### src/tmr_pkg.sv
// Constants shared by the timer/counter block and its testbench
package tmr_pkg;
   // Register indices; byte address is four times the index
   localparam logic [7:0] IDX_RUN_FLAGS = 8'h88;
   localparam logic [7:0] IDX_MODE_SEL = 8'h89;
   localparam logic [7:0] IDX_CNT0_LO = 8'h8a;
   localparam logic [7:0] IDX_CNT1_LO = 8'h8b;
   localparam logic [7:0] IDX_CNT0_HI = 8'h8c;
   localparam logic [7:0] IDX_CNT1_HI = 8'h8d;
   localparam logic [7:0] IDX_THIRD_CTRL = 8'hc8;
   localparam logic [7:0] IDX_THIRD_MODE = 8'hc9;
   localparam logic [7:0] IDX_RELOAD_LO = 8'hca;
   localparam logic [7:0] IDX_RELOAD_HI = 8'hcb;
   localparam logic [7:0] IDX_THIRD_LO = 8'hcc;
   localparam logic [7:0] IDX_THIRD_HI = 8'hcd;
   // Run-and-event flag register fields
   localparam int ONE_OVF = 7;
   localparam int ONE_RUN = 6;
   localparam int ZERO_OVF = 5;
   localparam int ZERO_RUN = 4;
   localparam int EXT1_FLAG = 3;
   localparam int EXT1_TYPE = 2;
   localparam int EXT0_FLAG = 1;
   localparam int EXT0_TYPE = 0;
   // Mode select register fields
   localparam int ONE_GATING = 7;
   localparam int ONE_CSEL = 6;
   localparam int ONE_MODE = 4;
   localparam int ZERO_GATING = 3;
   localparam int ZERO_CSEL = 2;
   localparam int ZERO_MODE = 0;
   // Third timer control and mode fields
   localparam int THIRD_OVF = 7;
   localparam int THIRD_EXTF = 6;
   localparam int THIRD_RUN = 2;
   localparam int THIRD_CSEL = 1;
   localparam int CLK_OE = 1;
   localparam int UPDOWN_EN = 0;
   // Mode encodings of the two legacy timers
   localparam logic [1:0] MODE_13 = 2'b00;
   localparam logic [1:0] MODE_16 = 2'b01;
   localparam logic [1:0] MODE_RELOAD8 = 2'b10;
   localparam logic [1:0] MODE_SPLIT = 2'b11;
   // Reset values and counts
   localparam logic [7:0] RST_BYTE = 8'h00;
   localparam logic [1:0] RST_MODE3 = 2'h0;
   localparam logic [2:0] TICK_LAST = 3'h5;   // six pclk per peripheral cycle
   localparam logic [15:0] CNT_FULL = 16'hffff;
   localparam logic [4:0] PRESCALE_FULL = 5'h1f;
endpackage

### src/pin_sync.sv
// Two-stage synchroniser for asynchronous pin inputs
`timescale 1ns/1ps
module pin_sync #(
   parameter int W = 1
) (
   // Clock and reset
   input wire logic pclk,
   input wire logic presetn,
   // Pins in, synchronised levels out
   input wire logic [W-1:0] pins,
   output logic [W-1:0] sync
);
   typedef struct packed {
      logic [W-1:0] meta;
      logic [W-1:0] stable;
   } sync_s;
   sync_s s_q;
   sync_s s_d;

   // First stage feeds only the second
   always_comb begin
      s_d = s_q;
      s_d.meta = pins;
      s_d.stable = s_q.meta;
   end

   // State register
   always_ff @(posedge pclk or negedge presetn) begin
      if (!presetn) begin
         // Pins idle high; ones avoid a false low level after reset
         s_q <= '1;
      end else begin
         s_q <= s_d;
      end
   end

   assign sync = s_q.stable;
endmodule

### src/timer_block.sv
// Two legacy timers plus up/down reload timer behind an APB slave
// Summary of operation
// Timer one overflow sets flag; vector clears
// Timer zero overflow sets flag; vector clears
// Run bits 6 and 4 start/stop timers
// Ext pin event sets flag; edge-mode ack clears
// Type bit zero low level, one falling edge
// Gating needs ext pin high plus run
// Select bit picks prescaled clock or pin falls
// Modes 13-bit, 16-bit, 8-bit reload
// Reload mode refills low byte from high
// Timer one mode three halts, keeps count
// Timer zero mode three splits two bytes
// Third timer 16-bit, run bit, two sources
// Up/down enable: direction pin picks direction
// Up overflow at FFFFh loads reload pair
// Down underflow at reload pair loads FFFFh
// External flag toggles per wrap, no interrupt
// Clock-out mode reloads, no interrupt, 50% duty
// Clock-out frequency pclk over 4(65536-reload)
// Clock-out drives the third count pin
// Software orders clock-out setup, run last
// Baud and clock-out share reload pair
// Timer ticks once per six pclk
// Counter samples pin per cycle, counts falls
// 13-bit mode uses five-bit prescaler
// Hardware flag set beats software write
// Software stops timer before reconfiguring
`timescale 1ns/1ps
module timer_block
   import tmr_pkg::*;
(
   // Clock and reset
   input wire logic pclk,
   input wire logic presetn,
   // APB slave
   input wire logic psel,
   input wire logic penable,
   input wire logic pwrite,
   input wire logic [11:0] paddr,
   input wire logic [31:0] pwdata,
   output logic [31:0] prdata,
   output logic pready,
   output logic pslverr,
   // Board pins
   input wire logic timer_zero_count_pin,
   input wire logic timer_one_count_pin,
   input wire logic ext_irq_zero_pin_n,
   input wire logic ext_irq_one_pin_n,
   input wire logic direction_trigger_pin,
   input wire logic third_timer_count_pin_in,
   output logic third_timer_count_pin_out,
   output logic third_timer_count_pin_oe_n,
   // Interrupt controller side: vector acknowledges in
   input wire logic timer_zero_irq_ack,
   input wire logic timer_one_irq_ack,
   input wire logic ext_irq_zero_ack,
   input wire logic ext_irq_one_ack,
   // Interrupt requests and baud pulse out
   output logic timer_zero_irq,
   output logic timer_one_irq,
   output logic ext_irq_zero_req,
   output logic ext_irq_one_req,
   output logic third_timer_irq,
   output logic third_timer_ovf_pulse
);
   import tmr_pkg::*;

   typedef struct packed {
      logic [2:0] div;
      logic tick;
      logic half;
      logic [7:0] flags;
      logic [7:0] mode;
      logic [7:0] lo0;
      logic [7:0] hi0;
      logic [7:0] lo1;
      logic [7:0] hi1;
      logic [7:0] ctrl3;
      logic [1:0] mode3;
      logic [7:0] rl_lo;
      logic [7:0] rl_hi;
      logic [7:0] lo3;
      logic [7:0] hi3;
      logic [2:0] samp;
      logic [1:0] ext_prev;
      logic clk_out;
      logic pin_oe_n;
      logic ovf_pulse;
      logic ready;
      logic slverr;
      logic [7:0] rdata;
   } state_s;

   state_s s_q;
   state_s s_d;
   logic [5:0] pin_lvl;
   logic [2:0] fall;
   logic ext0_hi;
   logic ext1_hi;
   logic dir_up;
   logic wr_any;
   logic zero_ovf;
   logic one_set;
   logic third_hit;
   logic third_up;
   logic third_updown;
   logic [15:0] third_cnt;
   logic [15:0] third_rl;

   // ************************************************************
   // Pin synchronisers
   // ************************************************************
   pin_sync #(.W(6)) u_sync (
      .pclk(pclk),
      .presetn(presetn),
      .pins({direction_trigger_pin, ext_irq_one_pin_n, ext_irq_zero_pin_n,
             third_timer_count_pin_in, timer_one_count_pin,
             timer_zero_count_pin}),
      .sync(pin_lvl)
   );

   // ************************************************************
   // Helper functions
   // ************************************************************
   // One count step of a legacy timer; returns {overflow, high, low}
   function automatic logic [16:0] step(input logic [1:0] m,
                                        input logic [7:0] hi,
                                        input logic [7:0] lo,
                                        input logic inc);
      logic [16:0] r;
      r = {1'b0, hi, lo};
      if (inc) begin
         case (m)
            MODE_13: begin
               r[4:0] = lo[4:0] + 5'h01;
               if (lo[4:0] == PRESCALE_FULL) begin
                  r[15:8] = hi + 8'h01;
                  r[16] = (hi == 8'hff);
               end
            end
            MODE_16: begin
               r[15:0] = {hi, lo} + 16'h0001;
               r[16] = ({hi, lo} == CNT_FULL);
            end
            MODE_RELOAD8: begin
               r[16] = (lo == 8'hff);
               r[7:0] = r[16] ? hi : lo + 8'h01;
            end
            default: begin
               r[7:0] = lo + 8'h01;
               r[16] = (lo == 8'hff);
            end
         endcase
      end
      return r;
   endfunction

   // Register index of an aligned, in-range APB address
   function automatic logic [7:0] reg_index(input logic [11:0] a);
      return a[9:2];
   endfunction

   // True when the address names a mapped register
   function automatic logic reg_mapped(input logic [11:0] a);
      logic [7:0] i;
      i = a[9:2];
      return (a[1:0] == 2'b00) && (a[11:10] == 2'b00) &&
             (((i >= IDX_RUN_FLAGS) && (i <= IDX_CNT1_HI)) ||
              ((i >= IDX_THIRD_CTRL) && (i <= IDX_THIRD_HI)));
   endfunction

   // ************************************************************
   // Next-state logic
   // ************************************************************
   // Write lands on the edge where pready is already high
   always_comb begin
      logic [16:0] r0;
      logic [16:0] r1;
      logic acc;
      logic wr;
      logic [7:0] wi;
      logic [7:0] wd;
      logic run0;
      logic run1;
      logic inc0;
      logic inc1;
      logic inc_hi0;
      logic split_ovf;
      logic inc3;
      logic split0;
      r0 = '0;
      r1 = '0;
      s_d = s_q;
      acc = psel && penable;
      wr = acc && s_q.ready && pwrite && !s_q.slverr;
      wi = reg_index(paddr);
      wd = pwdata[7:0];
      wr_any = wr;
      ext0_hi = pin_lvl[3];
      ext1_hi = pin_lvl[4];
      dir_up = pin_lvl[5];
      split0 = (s_q.mode[ZERO_MODE +: 2] == MODE_SPLIT);

      // Peripheral cycle strobe, one pclk in six
      s_d.tick = (s_q.div == TICK_LAST);
      s_d.div = s_d.tick ? 3'h0 : s_q.div + 3'h1;
      s_d.half = !s_q.half;

      // Count pins sampled once per peripheral cycle
      fall = s_q.samp & ~pin_lvl[2:0] & {3{s_q.tick}};
      if (s_q.tick) begin
         s_d.samp = pin_lvl[2:0];
      end

      // Timer zero
      run0 = s_q.flags[ZERO_RUN] &&
             (!s_q.mode[ZERO_GATING] || ext0_hi);
      inc0 = run0 && (s_q.mode[ZERO_CSEL] ? fall[0] : s_q.tick);
      r0 = step(s_q.mode[ZERO_MODE +: 2], s_q.hi0, s_q.lo0, inc0);
      zero_ovf = r0[16];
      s_d.lo0 = r0[7:0];
      s_d.hi0 = r0[15:8];
      // Split mode: high byte is a plain timer on timer one's run bit
      inc_hi0 = split0 && s_q.flags[ONE_RUN] && s_q.tick;
      split_ovf = inc_hi0 && (s_q.hi0 == 8'hff);
      if (inc_hi0) begin
         s_d.hi0 = s_q.hi0 + 8'h01;
      end

      // Timer one; with timer zero split it runs free for baud use
      run1 = (s_q.flags[ONE_RUN] || split0) &&
             (!s_q.mode[ONE_GATING] || ext1_hi);
      inc1 = run1 && (s_q.mode[ONE_MODE +: 2] != MODE_SPLIT) &&
             (s_q.mode[ONE_CSEL] ? fall[1] : s_q.tick);
      r1 = step(s_q.mode[ONE_MODE +: 2], s_q.hi1, s_q.lo1, inc1);
      s_d.lo1 = r1[7:0];
      s_d.hi1 = r1[15:8];
      one_set = split0 ? split_ovf : r1[16];

      // Third timer
      third_cnt = {s_q.hi3, s_q.lo3};
      third_rl = {s_q.rl_hi, s_q.rl_lo};
      third_updown = s_q.mode3[UPDOWN_EN] && !s_q.mode3[CLK_OE];
      third_up = !third_updown || dir_up;
      if (s_q.mode3[CLK_OE]) begin
         // Clock-out counts at half pclk, pin input ignored
         inc3 = s_q.ctrl3[THIRD_RUN] && s_q.half;
      end else begin
         inc3 = s_q.ctrl3[THIRD_RUN] &&
                (s_q.ctrl3[THIRD_CSEL] ? fall[2] : s_q.tick);
      end
      third_hit = inc3 && (third_up ? (third_cnt == CNT_FULL)
                                    : (third_cnt == third_rl));
      if (inc3) begin
         if (third_up) begin
            {s_d.hi3, s_d.lo3} = third_hit ? third_rl
                                           : third_cnt + 16'h0001;
         end else begin
            {s_d.hi3, s_d.lo3} = third_hit ? CNT_FULL
                                           : third_cnt - 16'h0001;
         end
      end
      // Overflow pulse feeds baud logic off the same reload pair
      s_d.ovf_pulse = third_hit;

      // Register writes; counts written by software win over counting
      if (wr) begin
         case (wi)
            IDX_RUN_FLAGS: s_d.flags = wd;
            IDX_MODE_SEL: s_d.mode = wd;
            IDX_CNT0_LO: s_d.lo0 = wd;
            IDX_CNT1_LO: s_d.lo1 = wd;
            IDX_CNT0_HI: s_d.hi0 = wd;
            IDX_CNT1_HI: s_d.hi1 = wd;
            IDX_THIRD_CTRL: s_d.ctrl3 = wd;
            IDX_THIRD_MODE: s_d.mode3 = wd[1:0];
            IDX_RELOAD_LO: s_d.rl_lo = wd;
            IDX_RELOAD_HI: s_d.rl_hi = wd;
            IDX_THIRD_LO: s_d.lo3 = wd;
            IDX_THIRD_HI: s_d.hi3 = wd;
            default: s_d.slverr = 1'b0;
         endcase
      end

      // Vector acknowledges clear, then hardware sets win
      if (timer_zero_irq_ack) begin
         s_d.flags[ZERO_OVF] = 1'b0;
      end
      if (timer_one_irq_ack) begin
         s_d.flags[ONE_OVF] = 1'b0;
      end
      if (ext_irq_zero_ack && s_q.flags[EXT0_TYPE]) begin
         s_d.flags[EXT0_FLAG] = 1'b0;
      end
      if (ext_irq_one_ack && s_q.flags[EXT1_TYPE]) begin
         s_d.flags[EXT1_FLAG] = 1'b0;
      end
      if (zero_ovf) begin
         s_d.flags[ZERO_OVF] = 1'b1;
      end
      if (one_set) begin
         s_d.flags[ONE_OVF] = 1'b1;
      end

      // External inputs: level mode mirrors the pin, edge mode latches
      s_d.ext_prev = {ext1_hi, ext0_hi};
      if (!s_q.flags[EXT0_TYPE]) begin
         s_d.flags[EXT0_FLAG] = !ext0_hi;
      end else if (s_q.ext_prev[0] && !ext0_hi) begin
         s_d.flags[EXT0_FLAG] = 1'b1;
      end
      if (!s_q.flags[EXT1_TYPE]) begin
         s_d.flags[EXT1_FLAG] = !ext1_hi;
      end else if (s_q.ext_prev[1] && !ext1_hi) begin
         s_d.flags[EXT1_FLAG] = 1'b1;
      end

      // Third timer wrap: flag, toggle or clock edge
      if (third_hit) begin
         if (s_q.mode3[CLK_OE]) begin
            s_d.clk_out = !s_q.clk_out;
         end else begin
            s_d.ovf_pulse = 1'b1;
            s_d.ctrl3[THIRD_OVF] = 1'b1;
         end
         if (third_updown) begin
            s_d.ctrl3[THIRD_EXTF] = !s_d.ctrl3[THIRD_EXTF];
         end
      end
      s_d.pin_oe_n = !s_d.mode3[CLK_OE];

      // APB answer one cycle after the access phase opens
      s_d.ready = acc && !s_q.ready;
      s_d.slverr = acc && !s_q.ready && !reg_mapped(paddr);
      if (acc && !s_q.ready) begin
         case (wi)
            IDX_RUN_FLAGS: s_d.rdata = s_q.flags;
            IDX_MODE_SEL: s_d.rdata = s_q.mode;
            IDX_CNT0_LO: s_d.rdata = s_q.lo0;
            IDX_CNT1_LO: s_d.rdata = s_q.lo1;
            IDX_CNT0_HI: s_d.rdata = s_q.hi0;
            IDX_CNT1_HI: s_d.rdata = s_q.hi1;
            IDX_THIRD_CTRL: s_d.rdata = s_q.ctrl3;
            IDX_THIRD_MODE: s_d.rdata = {6'h00, s_q.mode3};
            IDX_RELOAD_LO: s_d.rdata = s_q.rl_lo;
            IDX_RELOAD_HI: s_d.rdata = s_q.rl_hi;
            IDX_THIRD_LO: s_d.rdata = s_q.lo3;
            IDX_THIRD_HI: s_d.rdata = s_q.hi3;
            default: s_d.rdata = RST_BYTE;
         endcase
         if (!reg_mapped(paddr)) begin
            s_d.rdata = RST_BYTE;
         end
      end
   end

   // ************************************************************
   // State register and outputs
   // ************************************************************
   always_ff @(posedge pclk or negedge presetn) begin
      if (!presetn) begin
         s_q <= '0;
         s_q.pin_oe_n <= 1'b1;
         s_q.mode3 <= RST_MODE3;
      end else begin
         s_q <= s_d;
      end
   end

   assign prdata = {24'h000000, s_q.rdata};
   assign pready = s_q.ready;
   assign pslverr = s_q.slverr;
   assign timer_zero_irq = s_q.flags[ZERO_OVF];
   assign timer_one_irq = s_q.flags[ONE_OVF];
   assign ext_irq_zero_req = s_q.flags[EXT0_FLAG];
   assign ext_irq_one_req = s_q.flags[EXT1_FLAG];
   assign third_timer_irq = s_q.ctrl3[THIRD_OVF];
   assign third_timer_ovf_pulse = s_q.ovf_pulse;
   assign third_timer_count_pin_out = s_q.clk_out;
   assign third_timer_count_pin_oe_n = s_q.pin_oe_n;
endmodule

### config.mk
export PLATFORM = sky130hd
export DESIGN_NAME = timer_block
export DESIGN_NICKNAME = d
export VERILOG_FILES = /design/src/tmr_pkg.sv /design/src/pin_sync.sv /design/src/timer_block.sv
export SDC_FILE = /design/constraint.sdc
export NUM_CORES = 1
export LEC_CHECK = 0
export BUFFER_PORTS_ARGS = -buffer_cell sky130_fd_sc_hd__buf_2
export CORE_MARGIN = 5
export CORE_UTILIZATION = 30
export CTS_BUF_LIST = sky130_fd_sc_hd__clkbuf_8
export DETAILED_ROUTE_END_ITERATION = 6
export GPL_TIMING_DRIVEN = 0
export PLACE_DENSITY = 0.52
export SETUP_SLACK_MARGIN = 0.1
export SLEW_MARGIN = 20
export SYNTH_ARGS = -nofsm -noshare
export SYNTH_HDL_FRONTEND = slang
export SYNTH_SLANG_ARGS = --single-unit
export TNS_END_PERCENT = 1
### constraint.sdc
create_clock -name pclk -period 7.8 [get_ports pclk]
set_clock_uncertainty 0.15 [all_clocks]
set_input_delay 1.17 -clock pclk [delete_from_list [all_inputs] [get_ports pclk]]
set_output_delay 1.17 -clock pclk [all_outputs]
set_load 0.005 [all_outputs]
**Yosys cells after proc, flatten, opt, wreduce, memory -nomap -nowiden**

Cells that the tools add are included.

- Word-level logic and storage cells: 200
- Register bits after elaboration: 125

- Reduce and logical (&&, ||, !) cells: 63
- Bitwise logic cells: 3
- Eq/ne operators: 33
- Order comparisons: 4
- Mux-type cells: 55
- Add/subtract/negate cells: 11

Operators with widths:

| cell | number |
|---|---|
| $eq A8 B8 Y1 const B | 16 |
| $mux W8 | 15 |
| $pmux W8 S12 | 1 |
| $mux W90 | 1 |
| $mux W16 | 4 |
| $add A16 B1 Y16 const B | 3 |
| $eq A16 B16 Y1 const B | 3 |
| $mux W17 | 2 |
| $add A8 B1 Y8 const B | 4 |
| $pmux W8 S2 | 2 |
| $pmux W5 S3 | 2 |
| $logic_and A1 B1 Y1 | 26 |
| $reduce_and A2 Y1 | 11 |
| $mux W1 | 19 |
| $mux W9 | 2 |
| $pmux W3 S3 | 2 |
| $eq A16 B16 Y1 | 1 |
| $ge A8 B8 Y1 const B | 2 |
| $le A8 B8 Y1 const B | 2 |
| $ne A4 B1 Y1 const B | 4 |
| $sub A16 B1 Y16 const B | 1 |
| $logic_not A1 Y1 | 13 |
| $reduce_bool A3 Y1 | 4 |
| $add A5 B1 Y5 const B | 2 |
| other kinds (13) | 27 |

**Longest topological paths before layout**

Gate-level depths: netlist of the first run.

- Word-level depth: 15
- Depth in mapped cells: 11
- Mapped depth without buffers: 10

**By module**

A second synthesis of the first run with hierarchy kept.

- Cell total of the unflattened synthesis: 904
- Area, all modules: 7957.6 sq um

Modules (own cells, without submodules):

| module | area an instance (sq um) | seq. area each (sq um) | instances | cells an instance |
|---|---|---|---|---|
| timer_block | 7642.3 | 2829.0 | 1 | 892 |
| pin_sync | 315.3 | 315.3 | 1 | 12 |

**Least setup slack after synthesis of the first run**

OpenSTA, ideal clock, no wires.

- Path type: input to register
- Start point: in paddr[2]
- End point: reg s_q[42] (netlist name)
- Arrival time: 2.916 ns
- Data required time: 7.525 ns
- Cell stages on the path: 6
- Slack: 4.609 ns
- Cell sequence: or2_1 > clkbuf_1 > nor3_1 > and2_1 > clkbuf_1 > mux2_2

- Cells in the longest elaborated chain, start to end: 2

Ends and longest elaborated chain:

| what | line | text |
|---|---|---|
| start: declaration | timer_block.sv:40 | `input wire logic [11:0] paddr,` |
| $eq A8 B8 Y1 | - |  |
| $reduce_and A2 Y1 (no source line) | - |  |
| end: declaration | timer_block.sv:95 | `state_s s_q;` |

No other way between the ends.
A chain may end at the register's enable or synchronous reset.

==> impl_metrics.yaml, run 1 <==
clocking:
  numCtsBuffers: 17
  cts_setup_buffers: 0
  cts_tree: "done"
  cts_hold_buf: 0
  post_cts_resized: 0
  clock_latency_ns: 0.47
  clk_path_buf_depth: 2
  clk_pin_slew_worst_paths_ns: 0.08
  clockRootBuffer: "clkbuf_8"
  clock-sinks: 125
  htree_levels: 4
die:
  die_y_microns: 175
  die_w_microns: 175
  pin_count: 101
  core_sq_um: 27000
  start_util: 0.305
  dieArea_sq_um: 30800
  rows: 60
timing:
  drv_slew: 0
  timing.final.ws_setup_ns: 4.00
  layout_min_cycle_time_ns: 3.80
  fmax_ghz: 0.263
  tightest_slew_ns: 1.17
  slew_headroom: 0.212
  setup_viol: 0
  rsz0062_at_grt: "false"
  setup_tns_ns: 0
  finalCritPeriodShare: 0.488
  hold_violations: 0
yosys:
  avgSynthCellArea_sq_um: 9.01
  ys_warn_count: 0
  synth_cells: 912
  synthArstFlopShare: 1.00
  synth_cell_types: 80
  synthFlopType: "dfrtp_1"
  ys_seq_area_frac: 0.383
  synth-edff-count: 0
  netlist_area_sq_um: 8210
  synth_seq_cells: 125
power_and_ir_drop:
  total_power_mw: 1.43
  power.density_nw_per_um2: 152
  peakVddDrop_mv: 0.0860
  power.leakage_nw: 3.86
job:
  maxCapViolCount: 0
placed_design:
  dp_slack_ns: 3.68
  numPortBuffers: 50
  dp_hpwl_microns: 20400
  gp_congestion: 0.906
detailed_routing:
  drt_iter0_markers: 806
  drc: 0
  routed_via_density: 5.62
  wirelength_microns: 28600
  first_pass_iters: 6
  wl_per_cell_microns: 21.0
  postRouteAntennaNets: 0
  vias: 7634
worst_setup_path:
  slowest_stage: "nor3_1"
  arrival_ns: 3.99
  cp_top_family: "simple AND/OR/NAND/NOR gates"
  cp-end-kind: "flip-flop"
  startpoint_type: "input pin"
  crit_fanout: 10
  worst-path-buf-inv: 1
  critical_path_class: "input pin to flip-flop"
  path_cells: "buf_2 > nand3b_1 > nor3_1 > nand2_1 > and3_1 > a211oi_1 > o21ai_1"
  slowest_delay_ns: 1.01
  required_ns: 7.98
layout:
  regArea_sq_um: 3140
  multiInputGateArea_sq_um: 4520
  area_growth_pct: 14.7
  diodes: 0
  fill_cells: 2782
  drive_above_1_share: 0.196
  nNetsFinal: 1072
worst_hold_path:
  min_path_type: "flip-flop to flip-flop"
run_status:
  status: "complete, no violations"
global_route:
  gr-usage-all-layers: 0.184
  grt_max_degree: 96
  grt_pass1_vias: 7102
  gr-total-overflow: 0
  grt_first_pass_wirelength_microns: 43700
  antenna_found_initial: 0
==> cells in the mapped netlist, drive strengths merged (20+ instances only) <==
library cell	count	area, sq um
clkbuf	55	206
mux2	39	439
buf	46	333
dfrtp	112	2800
nor2	67	251
nand2	78	293
o31ai	21	168
xor2	20	175
inv	25	93.8
nand3	23	115
o21ai	38	190
a21oi	58	290
nor3	31	170
==> metrics by stage <==
step                hold WS (ns)  utilization  instance area (sq um)  std cells
floorplan                  0.195            -                   8300        935
global placement           0.195        0.333                   8980       1326
detailed placement         0.197        0.334                   9010       1327
CTS                        0.211        0.350                   9420       1359
global route               0.217        0.350                   9420       1359
finish                     0.210        0.350                   9420       1359
==> cells in the final DEF (no fill, tap or decap), types with 24 or more instances in the layout <==
cell type | netlist | final
buf_4 | 33 | 33
buf_2 | 5 | 54
mux2_2 | 35 | 35
clkbuf_1 | 55 | 55
o21ai_0 | 26 | 26
a21oi_1 | 58 | 58
nand2_1 | 78 | 78
inv_1 | 25 | 26
conb_1 | 1 | 24
nor2_1 | 67 | 67
dfrtp_1 | 112 | 112
nor3_1 | 28 | 28
==> routing by layer <==
layer | wire (microns) | vias to the layer above | global-route usage | part of all wire
li1 | - | 3504 | - | -
met1 | 13200 | 3724 | 0.266 | 0.46
met2 | 12100 | 335 | 0.269 | 0.42
met3 | 2250 | 71 | 0.0422 | 0.079
met4 | 1020 | 0 | 0.0686 | 0.036
met5 | 0 | - | 0 | 0
==> area by class of cell <==
| class | instances | share of cell area |
|---|---|---|
| plain buffers | 101 | 0.0572 |
| clock buffers | 17 | 0.0248 |
| clock inverters | 15 | 0.0187 |
| inverters | 25 | 0.00996 |
| multi-input cells | 684 | 0.480 |
| flip-flops and latches | 125 | 0.334 |
| well taps | 341 | 0.0453 |
| repair buffers | 51 | 0.0305 |
==> kinds of logic after synthesis <==
group,count (synthesis),share of synthesized area
flip-flops,125,0.383
adder cells (fa/ha/maj),8,0.0122
XOR/XNOR,35,0.0373
AND/OR/NAND/NOR,321,0.217
buffers and inverters,126,0.0771
multiplexers,50,0.0669
other,1,0.000457
AO/OA/AOI/OAI,246,0.206
==> where the power goes <==
group          switching (mW)  internal (mW)  total, mW
clock network           0.326          0.296      0.622
registers              0.0188          0.663      0.682
logic                  0.0830         0.0466      0.130
total                   0.428           1.01       1.43
==> sequential cells by signal, indices dropped and copies added (netlist names), 6 cells and up <==
| signal | cells |
|---|---|
| s_q | 95 |
| prdata | 8 |
| u_sync.s_d | 6 |
| u_sync.sync | 6 |
==> final timing paths <==
check | start | depth (start not counted) | slack [ns] | end
worst min-delay path | u_sync.s_d[5] | 0 | 0.21 | u_sync.sync[5]
max in group asynchronous | presetn | 2 | 6.33 | s_q[19]
worst max-delay path | paddr[8] | 7 | 4.00 | s_q[33]
min in group asynchronous | presetn | 1 | 0.39 | s_q[80]
worst min register to register | u_sync.s_d[5] | 0 | 0.21 | u_sync.sync[5]
worst max register to register | s_q[51] | 10 | 4.69 | s_q[25]
No activity file was read; power rests on OpenSTA's default activity.
==> run 2: changes to the inputs <==
--- a/config.mk
+++ b/config.mk
@@ -11,7 +11,7 @@
 export CTS_BUF_LIST = sky130_fd_sc_hd__clkbuf_8
 export DETAILED_ROUTE_END_ITERATION = 6
 export GPL_TIMING_DRIVEN = 0
-export PLACE_DENSITY = 0.52
+export PLACE_DENSITY = 0.53
 export SETUP_SLACK_MARGIN = 0.1
 export SLEW_MARGIN = 20
 export SYNTH_ARGS = -nofsm -noshare
==> constraint.sdc (replaced) <==
create_clock -name pclk -period 3.25 [get_ports pclk]
set_clock_uncertainty 0.15 [all_clocks]
set_input_delay 0.4875 -clock pclk [delete_from_list [all_inputs] [get_ports pclk]]
set_output_delay 0.4875 -clock pclk [all_outputs]
set_load 0.005 [all_outputs]
==> run 2 against run 1 <==
  * Flip-flop and latch count stayed put
  * Clock power is 130% higher
  * Combinational power is 150% higher
  * Non-clock buffer count is 7 higher
  * First-iteration DRC count is 12% lower
  * Setup slack worse by 3.8 ns
  * Critical path depth stayed put
  * Clock-buffer cell count is 1 higher
  * Global-route usage is 0.25 points higher
  * Largest cell class unchanged
==> impl_metrics.yaml, run 2 (synthesis results as in run 1) <==
run_status:
  status: "complete, no violations"
worst_hold_path:
  hp-start: "ext_irq_zero_ack"
  min_path_type: "input pin to flip-flop"
global_route:
  gr-total-overflow: 0
  grt_pass1_vias: 7299
  grt_first_pass_wirelength_microns: 44500
  grt_max_degree: 93
  gr-usage-all-layers: 0.187
  antenna_found_initial: 0
timing:
  tightest_slew_ns: 1.10
  drv_slew: 0
  slew_headroom: 0.264
  hold_violations: 0
  rsz0062_at_grt: "false"
  layout_min_cycle_time_ns: 3.03
  fmax_ghz: 0.330
  finalCritPeriodShare: 0.933
  setup_viol: 0
worst_setup_path:
  cp-end-kind: "flip-flop"
  path_cells: "buf_2 > nand3b_1 > nor3_1 > nand2_1 > and3_1 > a211oi_1 > o21ai_1"
  slowest_delay_ns: 0.96
  required_ns: 3.43
  crit_fanout: 10
  startpoint: "paddr[8]"
  arrival_ns: 3.22
  rr_startpoint: "s_q[84]"
  slowest_stage: "nor3_1"
  critical_path_class: "input pin to flip-flop"
  startpoint_type: "input pin"
layout:
  drive_above_1_share: 0.198
  diodes: 0
  fill_cells: 2795
  largest_register_ffs: 95
  final_cell_mix: "dfrtp_1 (112), nand2_1 (78), nor2_1 (67)"
  largest_register: "s_q"
  fin_cells: 1366
  layout_commonest_cell: "dfrtp_1"
  finish.utilization: 0.352
  area_growth_pct: 15.6
  nNetsFinal: 1079
detailed_routing:
  wirelength_microns: 28900
  vias: 7608
  drc: 0
  postRouteAntennaNets: 0
  wl_per_cell_microns: 21.1
  drt_iter0_markers: 713
  first_pass_iters: 5
  routed_via_density: 5.57
power_and_ir_drop:
  switchingPower_mw: 1.03
  power.leakage_nw: 3.89
  seqPwrFrac: 0.482
  peakVddDrop_mv: 0.223
  power.density_nw_per_um2: 357
  netSwitchingFraction: 0.304
  pwr-share-comb: 0.094
  clockPowerShare: 0.424
  p_int_mw: 2.36
clocking:
  clock-sinks: 125
  clk_pin_slew_worst_paths_ns: 0.08
  clock_latency_ns: 0.47
  clk_path_buf_depth: 2
  numCtsBuffers: 17
  htree_levels: 4
  clockRootBuffer: "clkbuf_8"
  cts_tree: "done"
placed_design:
  dp_hpwl_microns: 20600
  numPortBuffers: 50
  gp_congestion: 0.920
  place_inst: 1327
die:
  rows: 60
  die_y_microns: 175
  dieArea_sq_um: 30800
  die_w_microns: 175
  core_sq_um: 27000
  pin_count: 101
  start_util: 0.305
job:
  maxCapViolCount: 0
run 2: worst paths after layout:
kind / cells after the start / to / slack [ns]
worst max-delay path: 7 / s_q[33] / 0.22
min in group asynchronous: 2 / s_q[83] / 0.32
worst min register to register: 0 / u_sync.sync[0] / 0.21
worst max register to register: 11 / s_q[81] / 0.33
worst min-delay path: 2 / ext_irq_zero_req / 0.05
max in group asynchronous: 3 / s_q[23] / 1.87
run 2: metal layers:
metal / GRT usage / part of all wire / vias to the layer above
met1: 0.266 / 0.45 / 3652
met4: 0.0724 / 0.035 / 0
met2: 0.278 / 0.43 / 367
met5: 0 / 0 / -
met3: 0.0392 / 0.086 / 65
li1: - / - / 3524
run 2: cell type report:
| type | instances | area [sq um] | area share |
|---|---|---|---|
| buffer | 101 | 539 | 0.0568 |
| clock buffer | 18 | 248 | 0.0261 |
| clock inverter | 14 | 145 | 0.0153 |
| inverter | 25 | 93.8 | 0.00989 |
| multi-input combinational | 684 | 4540 | 0.478 |
| sequential | 125 | 3140 | 0.331 |
| tap | 341 | 427 | 0.0449 |
| timing repair buffer | 58 | 358 | 0.0377 |
run 2: repair_timing:
action | in CTS | in global routing
setup buffers | 0 | 0
endpoints found under the hold margin | 39 | 0
endpoints found under the setup margin | 0 | 14
gates resized for setup | 0 | 3
hold buffers | 7 | 0
run 2: critical path: cells and delay by family:
| kind | cells | cell delay (ns) |
|---|---|---|
| AOI/OAI and AO/OA | 2 | 0.32 |
| and+or+nand+nor | 4 | 2.18 |
| buffers and inverters | 1 | 0.23 |
run 2: through the flow:
| step | area (sq um) | hold slack [ns] | setup slack, ns | TNS [ns] | total power, mW |
|---|---|---|---|---|---|
| floorplan | 8300 | 0.0419 | 0.741 | 0 | 1.83 |
| detailed placement | 9010 | 0.197 | -0.149 | -0.659 | 1.97 |
| global route | 9490 | 0.0425 | 0.127 | 0 | 3.53 |
| finish | 9490 | 0.0539 | 0.218 | 0 | 3.39 |
| CTS | 9480 | 0.0387 | 0.183 | 0 | 3.42 |
| global placement | 8980 | 0.195 | -0.278 | -30.07 | 1.97 |
run 2: power groups by stage:
stage / Combinational (mW) / Sequential [mW] / Clock (mW)
after global routing: 0.357 / 1.64 / 1.54
after floorplan: 0.180 / 1.65 / 0
after detailed placement: 0.310 / 1.66 / 0
final: 0.319 / 1.64 / 1.44
after global placement: 0.302 / 1.66 / 0
after CTS: 0.318 / 1.63 / 1.47
